==> config.mk <==
export PLATFORM = sky130hd
export DESIGN_NAME = qmm_top
export DESIGN_NICKNAME = d
export VERILOG_FILES = /design/src/hdl/qmm_pkg.sv /design/src/hdl/qmm_top.sv
export VERILOG_INCLUDE_DIRS = /design/src /design/src/hdl
export SDC_FILE = /design/constraint.sdc
export NUM_CORES = 1
export LEC_CHECK = 0
export ABC_AREA = 0
export BUFFER_PORTS_ARGS = -buffer_cell sky130_fd_sc_hd__buf_2
export CORE_ASPECT_RATIO = 0.8
export CORE_MARGIN = 1
export CORE_UTILIZATION = 25
export CTS_CLUSTER_DIAMETER = 60
export CTS_CLUSTER_SIZE = 10
export DETAILED_ROUTE_END_ITERATION = 16
export PLACE_DENSITY_LB_ADDON = 0.08
export SLEW_MARGIN = 20
export SYNTH_ARGS = -nofsm -noshare
export SYNTH_HDL_FRONTEND = slang
export SYNTH_SLANG_ARGS = --single-unit
==> constraint.sdc <==
create_clock -name aclk -period 3.2 [get_ports aclk]
set_input_delay 0.48 -clock aclk [delete_from_list [all_inputs] [get_ports aclk]]
set_output_delay 0.48 -clock aclk [all_outputs]
set_load 0.1 [all_outputs]
==> src/hdl/qmm_consts.svh <==
// Constants for the module management and status block
`ifndef QMM_CONSTS_SVH
`define QMM_CONSTS_SVH

// ==========================================================
// Register byte offsets
`define QMM_OFS_STATUS 8'h00
`define QMM_OFS_FLAGS 8'h04
`define QMM_OFS_MASK 8'h08
`define QMM_OFS_CTRL 8'h0C

// ==========================================================
// Field positions and widths
`define QMM_FLAG_W 9
`define QMM_COND_W 8
`define QMM_FLAG_RXLOS 0
`define QMM_FLAG_READY 8
`define QMM_CTRL_PDOWN 0

// ==========================================================
// Reset values
`define QMM_MASK_RST 9'h000
`define QMM_CTRL_RST 1'h0
// Idle pin levels {scl, sda, mrst_n, sel_n, lp, cond}: no false edge after reset
`define QMM_PINS_IDLE 13'h1E00

// ==========================================================
// Timing: clock period and data ready time
`define QMM_CLK_NS 100
`define QMM_T_DATA_MS 2000
`define QMM_READY_CYC (32'(`QMM_T_DATA_MS * 64'd1000000 / `QMM_CLK_NS))

// AXI response codes
`define QMM_RESP_OKAY 2'h0
`define QMM_RESP_SLVERR 2'h2

`endif

==> src/hdl/qmm_pkg.sv <==
// Types shared by the module management and status block
package qmm_pkg;

   // ==========================================================
   // Start-up sequence states, one-hot
   typedef enum logic [2:0] {
      QMM_ST_HOLD = 3'h1, // Module reset pin held low
      QMM_ST_WAIT = 3'h2, // Counting toward data ready
      QMM_ST_READY = 3'h4 // Fully functional
   } qmm_state_t;

   // ==========================================================
   // Status word shown to software
   typedef struct packed {
      logic bus_busy;   // Serial bus between start and stop
      logic respond;    // Serial bus responses enabled
      logic power_low;  // Lower power level in force
      logic not_ready;  // Monitor data not yet ready
   } qmm_status_t;

   // Synchronised pin bundle
   typedef struct packed {
      logic scl;        // Serial clock
      logic sda;        // Serial data
      logic mrst_n;     // Module reset, active low
      logic sel_n;      // Module select, active low
      logic lp;         // Low power pin
      logic [7:0] cond; // Flag conditions
   } qmm_pins_t;

endpackage : qmm_pkg

==> src/hdl/qmm_top.sv <==
// Management, status and interrupt logic of a pluggable transceiver module
// Notes on behaviour
// Data ready and interrupt within 2000 ms
// Fully functional within 2000 ms after reset
// Ready shown by interrupt plus cleared bit
// Low power pin lowers power within 100 us
// Interrupt condition pulls output low fast
// Flag read clears it, releases interrupt
// Receive signal loss sets flag quickly
// Other conditions set their flag quickly
// Setting mask inhibits that flag's interrupt
// Clearing mask lets flag interrupt again
// Mask and power timing from write end
// Select low enables serial responses
// Select high stops serial responses
// Power-down bit enters lower power level
// Clearing power-down restores full function
// Host reads flags after interrupt
// Host drives serial clock, edges defined
// Interrupt held while unmasked flag set
`timescale 1ns/10ps
`include "qmm_consts.svh"

module qmm_top
   import qmm_pkg::*;
#(
   parameter int unsigned READY_CYC = `QMM_READY_CYC // Cycles to data ready
)
(
   input wire logic aclk, // 10 MHz clock
   input wire logic aresetn, // Power-on reset, active low, synchronous
   input wire logic ce, // Clock enable, freezes state when low
   input wire logic module_reset_n, // Module reset pin
   input wire logic module_select_n, // Module select pin
   input wire logic low_power_pin, // Low power pin
   input wire logic scl, // Serial clock pin
   input wire logic sda_in, // Serial data pin level
   input wire logic [`QMM_COND_W-1:0] cond_in, // Flag conditions, bit 0 receive loss
   output logic irq_out_n_q, // Interrupt output, active low
   output logic power_low_q, // Lower power level request
   output logic twi_respond_q, // Serial bus responses enabled
   input wire logic [7:0] s_axi_awaddr, // Write address
   input wire logic s_axi_awvalid, // Write address valid
   output logic s_axi_awready, // Write address ready
   input wire logic [31:0] s_axi_wdata, // Write data
   input wire logic [3:0] s_axi_wstrb, // Write strobes
   input wire logic s_axi_wvalid, // Write data valid
   output logic s_axi_wready, // Write data ready
   output logic [1:0] s_axi_bresp, // Write response
   output logic s_axi_bvalid, // Write response valid
   input wire logic s_axi_bready, // Write response ready
   input wire logic [7:0] s_axi_araddr, // Read address
   input wire logic s_axi_arvalid, // Read address valid
   output logic s_axi_arready, // Read address ready
   output logic [31:0] s_axi_rdata, // Read data
   output logic [1:0] s_axi_rresp, // Read response
   output logic s_axi_rvalid, // Read data valid
   input wire logic s_axi_rready // Read data ready
);

   // ==========================================================
   // Declarations
   qmm_pins_t pin_raw; // Pins before synchronising
   qmm_pins_t sync1_q; // First synchroniser stage
   qmm_pins_t sync2_q; // Second synchroniser stage
   logic scl_prev_q; // Serial clock one cycle back
   logic sda_prev_q; // Serial data one cycle back
   logic bus_busy_q; // Start seen, stop not yet
   logic mrst_prev_q; // Module reset one cycle back
   qmm_state_t state_q; // Start-up sequence state
   logic [31:0] ready_cnt_q; // Data ready counter
   logic not_ready_q; // Data not ready status bit
   logic ready_evt; // Data ready reached this cycle
   logic [`QMM_FLAG_W-1:0] flags_q; // Sticky flags
   logic [`QMM_FLAG_W-1:0] mask_q; // Interrupt masks
   logic [`QMM_FLAG_W-1:0] set_vec; // Flags set this cycle
   logic [`QMM_FLAG_W-1:0] clr_vec; // Flags cleared by a read
   logic pdown_q; // Power-down control bit
   logic [7:0] awaddr_q; // Held write address
   logic [31:0] wdata_q; // Held write data
   logic [3:0] wstrb_q; // Held write strobes
   logic aw_full_q; // Write address held
   logic w_full_q; // Write data held
   logic wr_go; // Write performed this cycle
   logic rd_go; // Read taken this cycle
   logic rd_flags_evt; // Flag register read this cycle
   qmm_status_t status; // Status word

   assign pin_raw = '{scl: scl, sda: sda_in, mrst_n: module_reset_n, sel_n: module_select_n,
                      lp: low_power_pin, cond: cond_in};

   // ==========================================================
   // Two-stage synchroniser for every pin
   always_ff @(posedge aclk)
   begin
      if (!aresetn)
      begin
         sync1_q <= `QMM_PINS_IDLE; // Idle levels, no false reset or select edge
         sync2_q <= `QMM_PINS_IDLE;
      end
      else if (ce)
      begin
         sync1_q <= pin_raw;
         sync2_q <= sync1_q;
      end
   end

   // ==========================================================
   // Serial bus watch: clock sampled, start and stop found
   always_ff @(posedge aclk)
   begin
      if (!aresetn)
      begin
         scl_prev_q <= 1'b1;
         sda_prev_q <= 1'b1;
         bus_busy_q <= 1'b0;
      end
      else if (ce)
      begin
         scl_prev_q <= sync2_q.scl;
         sda_prev_q <= sync2_q.sda;
         // Data changes only while clock low; a change with clock high is framing
         if (sync2_q.scl && scl_prev_q && sda_prev_q && !sync2_q.sda)
            bus_busy_q <= 1'b1; // Start
         else if (sync2_q.scl && scl_prev_q && !sda_prev_q && sync2_q.sda)
            bus_busy_q <= 1'b0; // Stop
      end
   end

   // ==========================================================
   // Bus response gate follows the select pin
   always_ff @(posedge aclk)
   begin
      if (!aresetn)
         twi_respond_q <= 1'b0;
      else if (ce)
         twi_respond_q <= !sync2_q.sel_n;
   end

   // ==========================================================
   // Start-up sequence: power-on or module reset release to ready
   assign ready_evt = (state_q == QMM_ST_WAIT) && (ready_cnt_q == READY_CYC - 32'h1);

   always_ff @(posedge aclk)
   begin
      if (!aresetn)
      begin
         state_q <= QMM_ST_WAIT;
         ready_cnt_q <= 32'h0;
         not_ready_q <= 1'b1;
         mrst_prev_q <= 1'b1;
      end
      else if (ce)
      begin
         mrst_prev_q <= sync2_q.mrst_n;
         case (state_q)
            QMM_ST_HOLD:
            begin
               // Restart on rising edge of module reset
               not_ready_q <= 1'b1;
               ready_cnt_q <= 32'h0;
               if (sync2_q.mrst_n && !mrst_prev_q)
                  state_q <= QMM_ST_WAIT;
            end
            QMM_ST_WAIT:
            begin
               if (!sync2_q.mrst_n)
                  state_q <= QMM_ST_HOLD;
               else if (ready_evt)
               begin
                  // Data ready: clear status bit, ready flag raises interrupt
                  not_ready_q <= 1'b0;
                  state_q <= QMM_ST_READY;
               end
               else
                  ready_cnt_q <= ready_cnt_q + 32'h1;
            end
            QMM_ST_READY:
            begin
               if (!sync2_q.mrst_n)
                  state_q <= QMM_ST_HOLD;
            end
            default:
               state_q <= QMM_ST_HOLD;
         endcase
      end
   end

   // ==========================================================
   // Sticky flags: set wins over clear-on-read
   assign set_vec = {ready_evt, sync2_q.cond};
   assign clr_vec = rd_flags_evt ? flags_q : '0;

   always_ff @(posedge aclk)
   begin
      if (!aresetn)
         flags_q <= '0;
      else if (ce)
      begin
         if (state_q == QMM_ST_HOLD)
            flags_q <= '0; // Module reset empties the flags
         else
            flags_q <= (flags_q & ~clr_vec) | set_vec;
      end
   end

   // ==========================================================
   // Interrupt output: low while any unmasked flag is set
   always_ff @(posedge aclk)
   begin
      if (!aresetn)
         irq_out_n_q <= 1'b1;
      else if (ce)
         irq_out_n_q <= !(|(flags_q & ~mask_q));
   end

   // ==========================================================
   // Power level: pin or power-down bit
   always_ff @(posedge aclk)
   begin
      if (!aresetn)
         power_low_q <= 1'b0;
      else if (ce)
         power_low_q <= sync2_q.lp | pdown_q;
   end

   // ==========================================================
   // AXI write channel: address and data taken in either order
   assign wr_go = aw_full_q && w_full_q && !s_axi_bvalid;

   always_ff @(posedge aclk)
   begin
      if (!aresetn)
      begin
         s_axi_awready <= 1'b1;
         s_axi_wready <= 1'b1;
         aw_full_q <= 1'b0;
         w_full_q <= 1'b0;
         awaddr_q <= 8'h00;
         wdata_q <= 32'h0;
         wstrb_q <= 4'h0;
         s_axi_bvalid <= 1'b0;
         s_axi_bresp <= `QMM_RESP_OKAY;
      end
      else if (ce)
      begin
         // Address handshake
         if (s_axi_awvalid && s_axi_awready)
         begin
            awaddr_q <= s_axi_awaddr;
            aw_full_q <= 1'b1;
            s_axi_awready <= 1'b0;
         end
         // Data handshake
         if (s_axi_wvalid && s_axi_wready)
         begin
            wdata_q <= s_axi_wdata;
            wstrb_q <= s_axi_wstrb;
            w_full_q <= 1'b1;
            s_axi_wready <= 1'b0;
         end
         // Both held: write and answer
         if (wr_go)
         begin
            aw_full_q <= 1'b0;
            w_full_q <= 1'b0;
            s_axi_bvalid <= 1'b1;
            if (awaddr_q == `QMM_OFS_MASK || awaddr_q == `QMM_OFS_CTRL)
               s_axi_bresp <= `QMM_RESP_OKAY;
            else
               s_axi_bresp <= `QMM_RESP_SLVERR;
         end
         // Response taken: reopen both channels
         if (s_axi_bvalid && s_axi_bready)
         begin
            s_axi_bvalid <= 1'b0;
            s_axi_awready <= 1'b1;
            s_axi_wready <= 1'b1;
         end
      end
   end

   // ==========================================================
   // Mask and power-down registers, take effect at the write
   always_ff @(posedge aclk)
   begin
      if (!aresetn)
      begin
         mask_q <= `QMM_MASK_RST;
         pdown_q <= `QMM_CTRL_RST;
      end
      else if (ce && wr_go && wstrb_q[0])
      begin
         if (awaddr_q == `QMM_OFS_MASK)
         begin
            mask_q[7:0] <= wdata_q[7:0];
            if (wstrb_q[1])
               mask_q[8] <= wdata_q[8];
         end
         else if (awaddr_q == `QMM_OFS_CTRL)
            pdown_q <= wdata_q[`QMM_CTRL_PDOWN];
      end
   end

   // ==========================================================
   // AXI read channel: one cycle to data
   assign rd_go = s_axi_arvalid && s_axi_arready;
   assign rd_flags_evt = rd_go && (s_axi_araddr == `QMM_OFS_FLAGS);
   assign status = '{bus_busy: bus_busy_q, respond: twi_respond_q, power_low: power_low_q,
                     not_ready: not_ready_q};

   always_ff @(posedge aclk)
   begin
      if (!aresetn)
      begin
         s_axi_arready <= 1'b1;
         s_axi_rvalid <= 1'b0;
         s_axi_rdata <= 32'h0;
         s_axi_rresp <= `QMM_RESP_OKAY;
      end
      else if (ce)
      begin
         if (rd_go)
         begin
            s_axi_arready <= 1'b0;
            s_axi_rvalid <= 1'b1;
            s_axi_rresp <= `QMM_RESP_OKAY;
            case (s_axi_araddr)
               `QMM_OFS_STATUS: s_axi_rdata <= {28'h0, status};
               `QMM_OFS_FLAGS: s_axi_rdata <= {23'h0, flags_q}; // Cleared by this read
               `QMM_OFS_MASK: s_axi_rdata <= {23'h0, mask_q};
               `QMM_OFS_CTRL: s_axi_rdata <= {31'h0, pdown_q};
               default:
               begin
                  s_axi_rdata <= 32'h0;
                  s_axi_rresp <= `QMM_RESP_SLVERR;
               end
            endcase
         end
         else if (s_axi_rvalid && s_axi_rready)
         begin
            s_axi_rvalid <= 1'b0;
            s_axi_arready <= 1'b1;
         end
      end
   end

   // ==========================================================
   // Assertions
   a_ready_done: assert property (@(posedge aclk) disable iff (!aresetn || !ce)
      ready_evt && sync2_q.mrst_n |=> !not_ready_q && flags_q[`QMM_FLAG_READY]
         ##1 (mask_q[`QMM_FLAG_READY] || !irq_out_n_q))
      else $error("data ready not shown");
   a_hold_notready: assert property (@(posedge aclk) disable iff (!aresetn || !ce)
      state_q == QMM_ST_HOLD |=> not_ready_q && flags_q == '0)
      else $error("module reset not held");
   a_ready_count: assert property (@(posedge aclk) disable iff (!aresetn || !ce)
      state_q == QMM_ST_WAIT && !ready_evt && sync2_q.mrst_n |=> ready_cnt_q == $past(ready_cnt_q) + 32'h1)
      else $error("ready counter stalled");
   a_rxlos_set: assert property (@(posedge aclk) disable iff (!aresetn || !ce)
      sync2_q.cond[0] && state_q != QMM_ST_HOLD |=> flags_q[`QMM_FLAG_RXLOS] ##1 (mask_q[0] || !irq_out_n_q))
      else $error("receive loss flag late");
   a_flag_set: assert property (@(posedge aclk) disable iff (!aresetn || !ce)
      |sync2_q.cond[7:1] && state_q != QMM_ST_HOLD |=> |(flags_q[7:1] & $past(sync2_q.cond[7:1])))
      else $error("flag not set");
   a_irq_level: assert property (@(posedge aclk) disable iff (!aresetn || !ce)
      |(flags_q & ~mask_q) |=> !irq_out_n_q)
      else $error("interrupt not asserted");
   a_read_release: assert property (@(posedge aclk) disable iff (!aresetn || !ce)
      rd_flags_evt && set_vec == '0 ##1 set_vec == '0 |=> irq_out_n_q)
      else $error("interrupt not released after read");
   a_mask_inhibit: assert property (@(posedge aclk) disable iff (!aresetn || !ce)
      !(|(flags_q & ~mask_q)) |=> irq_out_n_q)
      else $error("masked flag drives interrupt");
   a_unmask_resume: assert property (@(posedge aclk) disable iff (!aresetn || !ce)
      |($past(mask_q) & ~mask_q & flags_q) |=> !irq_out_n_q)
      else $error("unmask did not resume interrupt");
   a_select_on: assert property (@(posedge aclk) disable iff (!aresetn || !ce)
      $fell(sync2_q.sel_n) |=> twi_respond_q)
      else $error("select did not enable bus");
   a_select_off: assert property (@(posedge aclk) disable iff (!aresetn || !ce)
      $rose(sync2_q.sel_n) |=> !twi_respond_q)
      else $error("deselect did not stop bus");
   a_power_low: assert property (@(posedge aclk) disable iff (!aresetn || !ce)
      sync2_q.lp || pdown_q |=> power_low_q)
      else $error("lower power not entered");
   a_power_full: assert property (@(posedge aclk) disable iff (!aresetn || !ce)
      !sync2_q.lp && !pdown_q |=> !power_low_q)
      else $error("full power not restored");
   a_pdown_write: assert property (@(posedge aclk) disable iff (!aresetn || !ce)
      wr_go && wstrb_q[0] && awaddr_q == `QMM_OFS_CTRL |=> pdown_q == $past(wdata_q[0])
         ##1 power_low_q == (pdown_q | $past(sync2_q.lp)))
      else $error("power-down write not applied");

endmodule : qmm_top

==> results_dict.tcl, run 1 <==
set metrics [dict create \
    cts_setup_buffers 0 \
    ys_types 57 \
    power_density_nw_per_um2 624 \
    path_cells "ha_1 > nand2_1 > or4_4 > o31ai_4 > and2_1 > nor4_1 > o21a_1" \
    rows 48 \
    hold_buffers 0 \
    h-tree-depth 4 \
    final_common_cell "dfxtp_1" \
    synth_top_area_frac 0.446 \
    r2r_start "ready_cnt_q[0]$_SDFFE_PN0P_" \
    path_clk_slew_ns 0.06 \
    critPathKind "flop to flop" \
    place_hpwl_um 9880 \
    endpoint_kind "flop" \
    fmax_mhz 374 \
    synth_area_leaders "dfxtp_1 45%, mux2i_1 7.5%, nand2_1 5.8%" \
    track_usage 0.126 \
    ios 117 \
    slew_headroom 0.458 \
    slowest_delay_ns 0.56 \
    die_area_um2 23100 \
    path_max_fanout 11 \
    finalInstanceArea_um2 6840 \
    vias 4494 \
    arrival_ns 2.98 \
    synth-edff-count 0 \
    worstSetupStartpointType "flop" \
    final_nets 770 \
    cts_resized 0 \
    drtIter0Drc 294 \
    grt_pass1_vias 4134 \
    die_y_um 136 \
    ys_seq_elements 125 \
    post-route-period-util 0.835 \
    areaGrowthSynthToFinish_pct 21.9 \
    start_util 0.258 \
    setup_violations 0 \
    clock-root-buffer "clkbuf_16" \
    firstDrtPassIters 4 \
    route.detailed.drc 0 \
    vias_per_cell 4.45 \
    async_reset_ff_frac 0 \
    maxCapViolations 0 \
    avgSynthCellArea_um2 8.84 \
    antenna_found_initial 0 \
    finalWirelength_um 13900 \
    yosysWarnings 0 \
    io_buffers 66 \
    ys.flop_type "dfxtp_1" \
    r2r_cells 7 \
    yosysTopAreaCell "dfxtp_1" \
    die_w_um 170 \
    clock_sinks 125 \
    finalHoldViolCount 0 \
    worst-slew-pin-transition_ns 0.812 \
    hold_path_class "input port to flop" \
    crit_start "ready_cnt_q[0]$_SDFFE_PN0P_" \
    grt_overflow 0 \
    status "completed" \
    irDropWorstVdd_mv 0.302 \
    place_area_um2 6160 \
    rsz0062_at_grt "no" \
    clock_latency_ns 0.42 \
    grt_max_degree 69 \
    avgRoutedWirePerCell_um 13.8 \
    period_needed_ns 2.67 \
    ant_nets 0 \
    r2r_end "ready_cnt_q[13]$_SDFFE_PN0P_" \
    grt_pass1_wl_um 22300 \
    r2r_slack_ns 0.53 \
    core_um2 21800 \
    finClkSkew_ns 0.00696 \
    cpMaxStageDelayCell "or4_4" \
    fill_cells 2310 \
    synthCells 635 \
    final_cell_mix "125 x dfxtp_1, 87 x nand2_1, 66 x buf_2" \
    cts_buffers 17 \
    slew_violations 0 \
    syn-cell-area_um2 5620 \
    ys_seq_area_frac 0.446 \
    setup_tns_ns 0 \
    leakagePower_uw 0.00261 \
    num_antenna_cells 0 \
    crit_required_ns 3.51 \
    cts_buffer_depth 2 \
    layout-drive-gt1-share 0.168 \
    crit_end "ready_cnt_q[13]$_SDFFE_PN0P_" \
    cts_tree "done" \
    gp_congestion 0.792 \
]
[flip-flops by register name (all words and copies together) (netlist names), 2 cells and up]
signal       flops
state_q          3
flags_q          9
set_vec          8
mask_q           9
ready_cnt_q     32
wdata_q          9
wstrb_q          2
sync2_q          5
awaddr_q         8
sync1_q         13
s_axi_rdata      9
[worst min-delay path by stage]
stage,startpoint,end,depth (start not counted)
floorplan,not_ready_q$_SDFFE_PN1P_,not_ready_q$_SDFFE_PN1P_,2
finish,sda_in,sync1_q[11]$_SDFFE_PN1P_,3
global placement,aw_full_q$_SDFFE_PN0P_,aw_full_q$_SDFFE_PN0P_,2
global route,sda_in,sync1_q[11]$_SDFFE_PN1P_,3
CTS,module_select_n,sync1_q[9]$_SDFFE_PN1P_,3
detailed placement,not_ready_q$_SDFFE_PN1P_,not_ready_q$_SDFFE_PN1P_,2
[routing by layer]
layer | vias up | wire [um] | GRT usage
li1 | 2292 | - | -
met1 | 2072 | 7510 | 0.188
met2 | 117 | 5520 | 0.169
met3 | 13 | 723 | 0.0344
met4 | 0 | 183 | 0.0465
met5 | - | 0 | 0
[cell families after synthesis]
| kind of cell | synth area share |
|---|---|
| AO/OA/AOI/OAI | 0.152 |
| other | 0.000668 |
| AND/OR/NAND/NOR | 0.225 |
| multiplexers | 0.0789 |
| flip-flops | 0.446 |
| buffers and inverters | 0.0686 |
| adder cells (fa/ha/maj) | 0.00223 |
| XOR/XNOR | 0.0265 |
[Yosys cell counts, drive strengths merged (6+ instances only)]
cell    number
mux2i       42
a31o         6
buf         36
xnor2       17
nand4       12
o21ai       14
inv         15
nor4         7
nor3         9
a21boi      24
a211oi       8
clkbuf      23
a22oi       17
nand3       19
nor2        36
and3        11
nor2b       50
nand2       87
a21oi       25
dfxtp      125
[where the power goes]
group | leakage, uW | switching [uW] | internal, uW | total [uW]
logic | 0.00127 | 316 | 108 | 424
registers | 0.00102 | 33.5 | 1600 | 1640
clock network | 0.000330 | 720 | 1490 | 2210
[worst max-delay path: cells and delay by family, from the launching register on]
| family | cells | cell delay [ns] |
|---|---|---|
| simple gates | 4 | 1.28 |
| compound gates | 2 | 0.66 |
| flops | 1 | 0.38 |
| fa+ha+maj | 1 | 0.25 |
[stage by stage]
step	std cells	total power [uW]	worst slack, ns	hold WS [ns]	utilization
floorplan	659	2030	0.981	0.418	-
global placement	977	2090	0.575	0.445	0.283
detailed placement	977	2100	0.553	0.452	0.283
CTS	1009	4320	0.531	0.263	0.314
global route	1009	4430	0.351	0.271	0.314
finish	1009	4270	0.527	0.278	0.314
[layout make-up]
| type | instances | area (um2) | share of cell area |
|---|---|---|---|
| multi-input combinational | 460 | 2820 | 0.412 |
| inverter | 15 | 56.3 | 0.00823 |
| sequential | 125 | 2500 | 0.366 |
| clock inverter | 9 | 180 | 0.0263 |
| timing repair buffer | 77 | 413 | 0.0603 |
| clock buffer | 23 | 498 | 0.0728 |
| tap | 300 | 375 | 0.0549 |
Note: power is estimated with default switching activity, not from simulation.
==> inputs of run 2 (changes only) <==
==> constraint.sdc (replaced) <==
create_clock -name aclk -period 2.65 [get_ports aclk]
set_input_delay 0.3975 -clock aclk [delete_from_list [all_inputs] [get_ports aclk]]
set_output_delay 0.3975 -clock aclk [all_outputs]
set_load 0.1 [all_outputs]
==> run 2 against run 1 <==
Clock skew grew 0.0011 ns. Sequential power up 21%. Utilization rose by 0.13 points. Sequential share of layout area is 0.15 points lower. Global-route usage is 0.20 points higher. Die area unchanged. Clock power up 9%. Maximum frequency rose by 7.0%. Setup slack lost 0.37 ns. Register-to-register slack worse by 0.37 ns. Critical path type unchanged. Largest cell class unchanged.
==> results_dict.tcl, run 2 (synthesized netlist as in run 1, its figures left out) <==
set metrics [dict create \
    fin_ws_ns 0.152 \
    drtIter0Drc 149 \
    hold_buffers 0 \
    grt_pass1_wl_um 22800 \
    holdCritStartpoint "sda_in" \
    irDropWorstVdd_mv 0.333 \
    arrival_ns 2.81 \
    vias 4543 \
    cpMaxStageDelayCell "a211oi_2" \
    die_w_um 170 \
    grt_overflow 0 \
    antenna_found_initial 0 \
    post-route-period-util 0.943 \
    slew_violations 0 \
    crit_required_ns 2.96 \
    finClkSkew_ns 0.00808 \
    endpoint_kind "flop" \
    final_cells 1020 \
    finalHoldViolCount 0 \
    cts_buffer_depth 2 \
    grt_pass1_vias 4298 \
    r2r_start "ready_cnt_q[0]$_SDFFE_PN0P_" \
    largest-register "ready_cnt_q" \
    finalWirelength_um 14300 \
    die_y_um 136 \
    cp_top_family "compound AO/OA/AOI/OAI gates" \
    clock-root-buffer "clkbuf_16" \
    start_util 0.258 \
    avgRoutedWirePerCell_um 14.0 \
    setup_violations 0 \
    layout-drive-gt1-share 0.182 \
    place_hpwl_um 10100 \
    status "completed" \
    die_area_um2 23100 \
    path_cells "ha_1 > nand2_1 > buf_4 > or3_1 > a211oi_2 > a21oi_1 > a31o_2" \
    leakagePower_uw 0.00263 \
    critPathKind "flop to flop" \
    firstDrtPassIters 5 \
    pre_cts_ws_ns 0.179 \
    areaGrowthSynthToFinish_pct 22.3 \
    period_needed_ns 2.50 \
    num_antenna_cells 0 \
    io_buffers 66 \
    cts_buffers 17 \
    core_um2 21800 \
    gp_congestion 0.769 \
    h-tree-depth 4 \
    final_cell_mix "125 x dfxtp_1, 87 x nand2_1, 66 x buf_2" \
    critPathBufInv 1 \
    slowest_delay_ns 0.68 \
    dp_cells 988 \
    path_max_fanout 12 \
    fmax_mhz 400 \
    cts_tree "done" \
    ant_nets 0 \
    fill_cells 2315 \
    track_usage 0.128 \
    path_clk_slew_ns 0.06 \
    ios 117 \
    worst-slew-pin-transition_ns 0.784 \
    largest_reg_flops 32 \
    hold_path_class "input port to flop" \
    rows 48 \
    crit_start "ready_cnt_q[0]$_SDFFE_PN0P_" \
    route.detailed.drc 0 \
    maxCapViolations 0 \
    grt_max_degree 91 \
    clock_latency_ns 0.41 \
    reg_top3 "ready_cnt_q: 32 flops, sync1_q: 13 flops" \
    power_density_nw_per_um2 715 \
    vias_per_cell 4.45 \
    slew_headroom 0.476 \
    worstSetupStartpointType "flop" \
    final_common_cell "dfxtp_1" \
    clock_sinks 125 \
    final_nets 781 \
]
## run 2: changes by cell type in the layout (fill, tap and decap cells not counted), sizes merged
cell      before  now
clkinvlp       1    4
buf           77   88
clkbuf        23   18
bufinv         5    3
clkinv         3    7
## run 2: cell type report
cell class	count	area [um2]	area share
inverters	15	56.3	0.00820
clock inverters	14	170	0.0248
multi-input cells	460	2820	0.410
repair buffers	88	508	0.0739
flip-flops and latches	125	2500	0.364
clock buffers	18	439	0.0639
well taps	300	375	0.0546
## run 2: per-stage QoR
step | area [um2] | TNS (ns) | util | hold WS, ns | power, uW
after CTS | 6870 | 0 | 0.315 | 0.183 | 4990
after global routing | 6870 | -0.0000169 | 0.315 | 0.199 | 5110
after floorplan | 5710 | 0 | - | 0.418 | 2450
after global placement | 6260 | 0 | 0.287 | 0.448 | 2540
final | 6870 | 0 | 0.315 | 0.207 | 4910
after detailed placement | 6260 | 0 | 0.287 | 0.450 | 2540
## run 2: report_power, final
group / switching [uW] / total (uW) / internal [uW] / leakage, uW
clock network: 909 / 2410 / 1500 / 0.000288
registers: 40.9 / 1980 / 1940 / 0.00102
logic: 381 / 520 / 139 / 0.00133
## run 2: timing repair
item                                   in CTS  in global routing
setup endpoints to repair                   0                  1
endpoints found under the hold margin       0                  0
buffers inserted                            0                  0
resized for setup                           0                  1
## run 2: tightest hold or removal path: stages
cell	delay, ns
buf_2	0.08
mux2i_1	0.06
nand2_1	0.06
## run 2: path summary, 6_finish.rpt
check / end / slack (ns) / depth (start not counted)
worst min-delay path: sync1_q[11]$_SDFFE_PN1P_ / 0.21 / 3
worst max-delay path: ready_cnt_q[16]$_SDFFE_PN0P_ / 0.15 / 7
worst min register to register: not_ready_q$_SDFFE_PN1P_ / 0.45 / 2
worst max register to register: ready_cnt_q[16]$_SDFFE_PN0P_ / 0.15 / 7
## run 2: per-layer routing
metal | wire length [um] | part of all wire | GRT usage
met5 | 0 | 0 | 0
met4 | 112 | 0.0079 | 0.0405
met3 | 557 | 0.039 | 0.0352
met2 | 5690 | 0.40 | 0.179
met1 | 7910 | 0.55 | 0.187
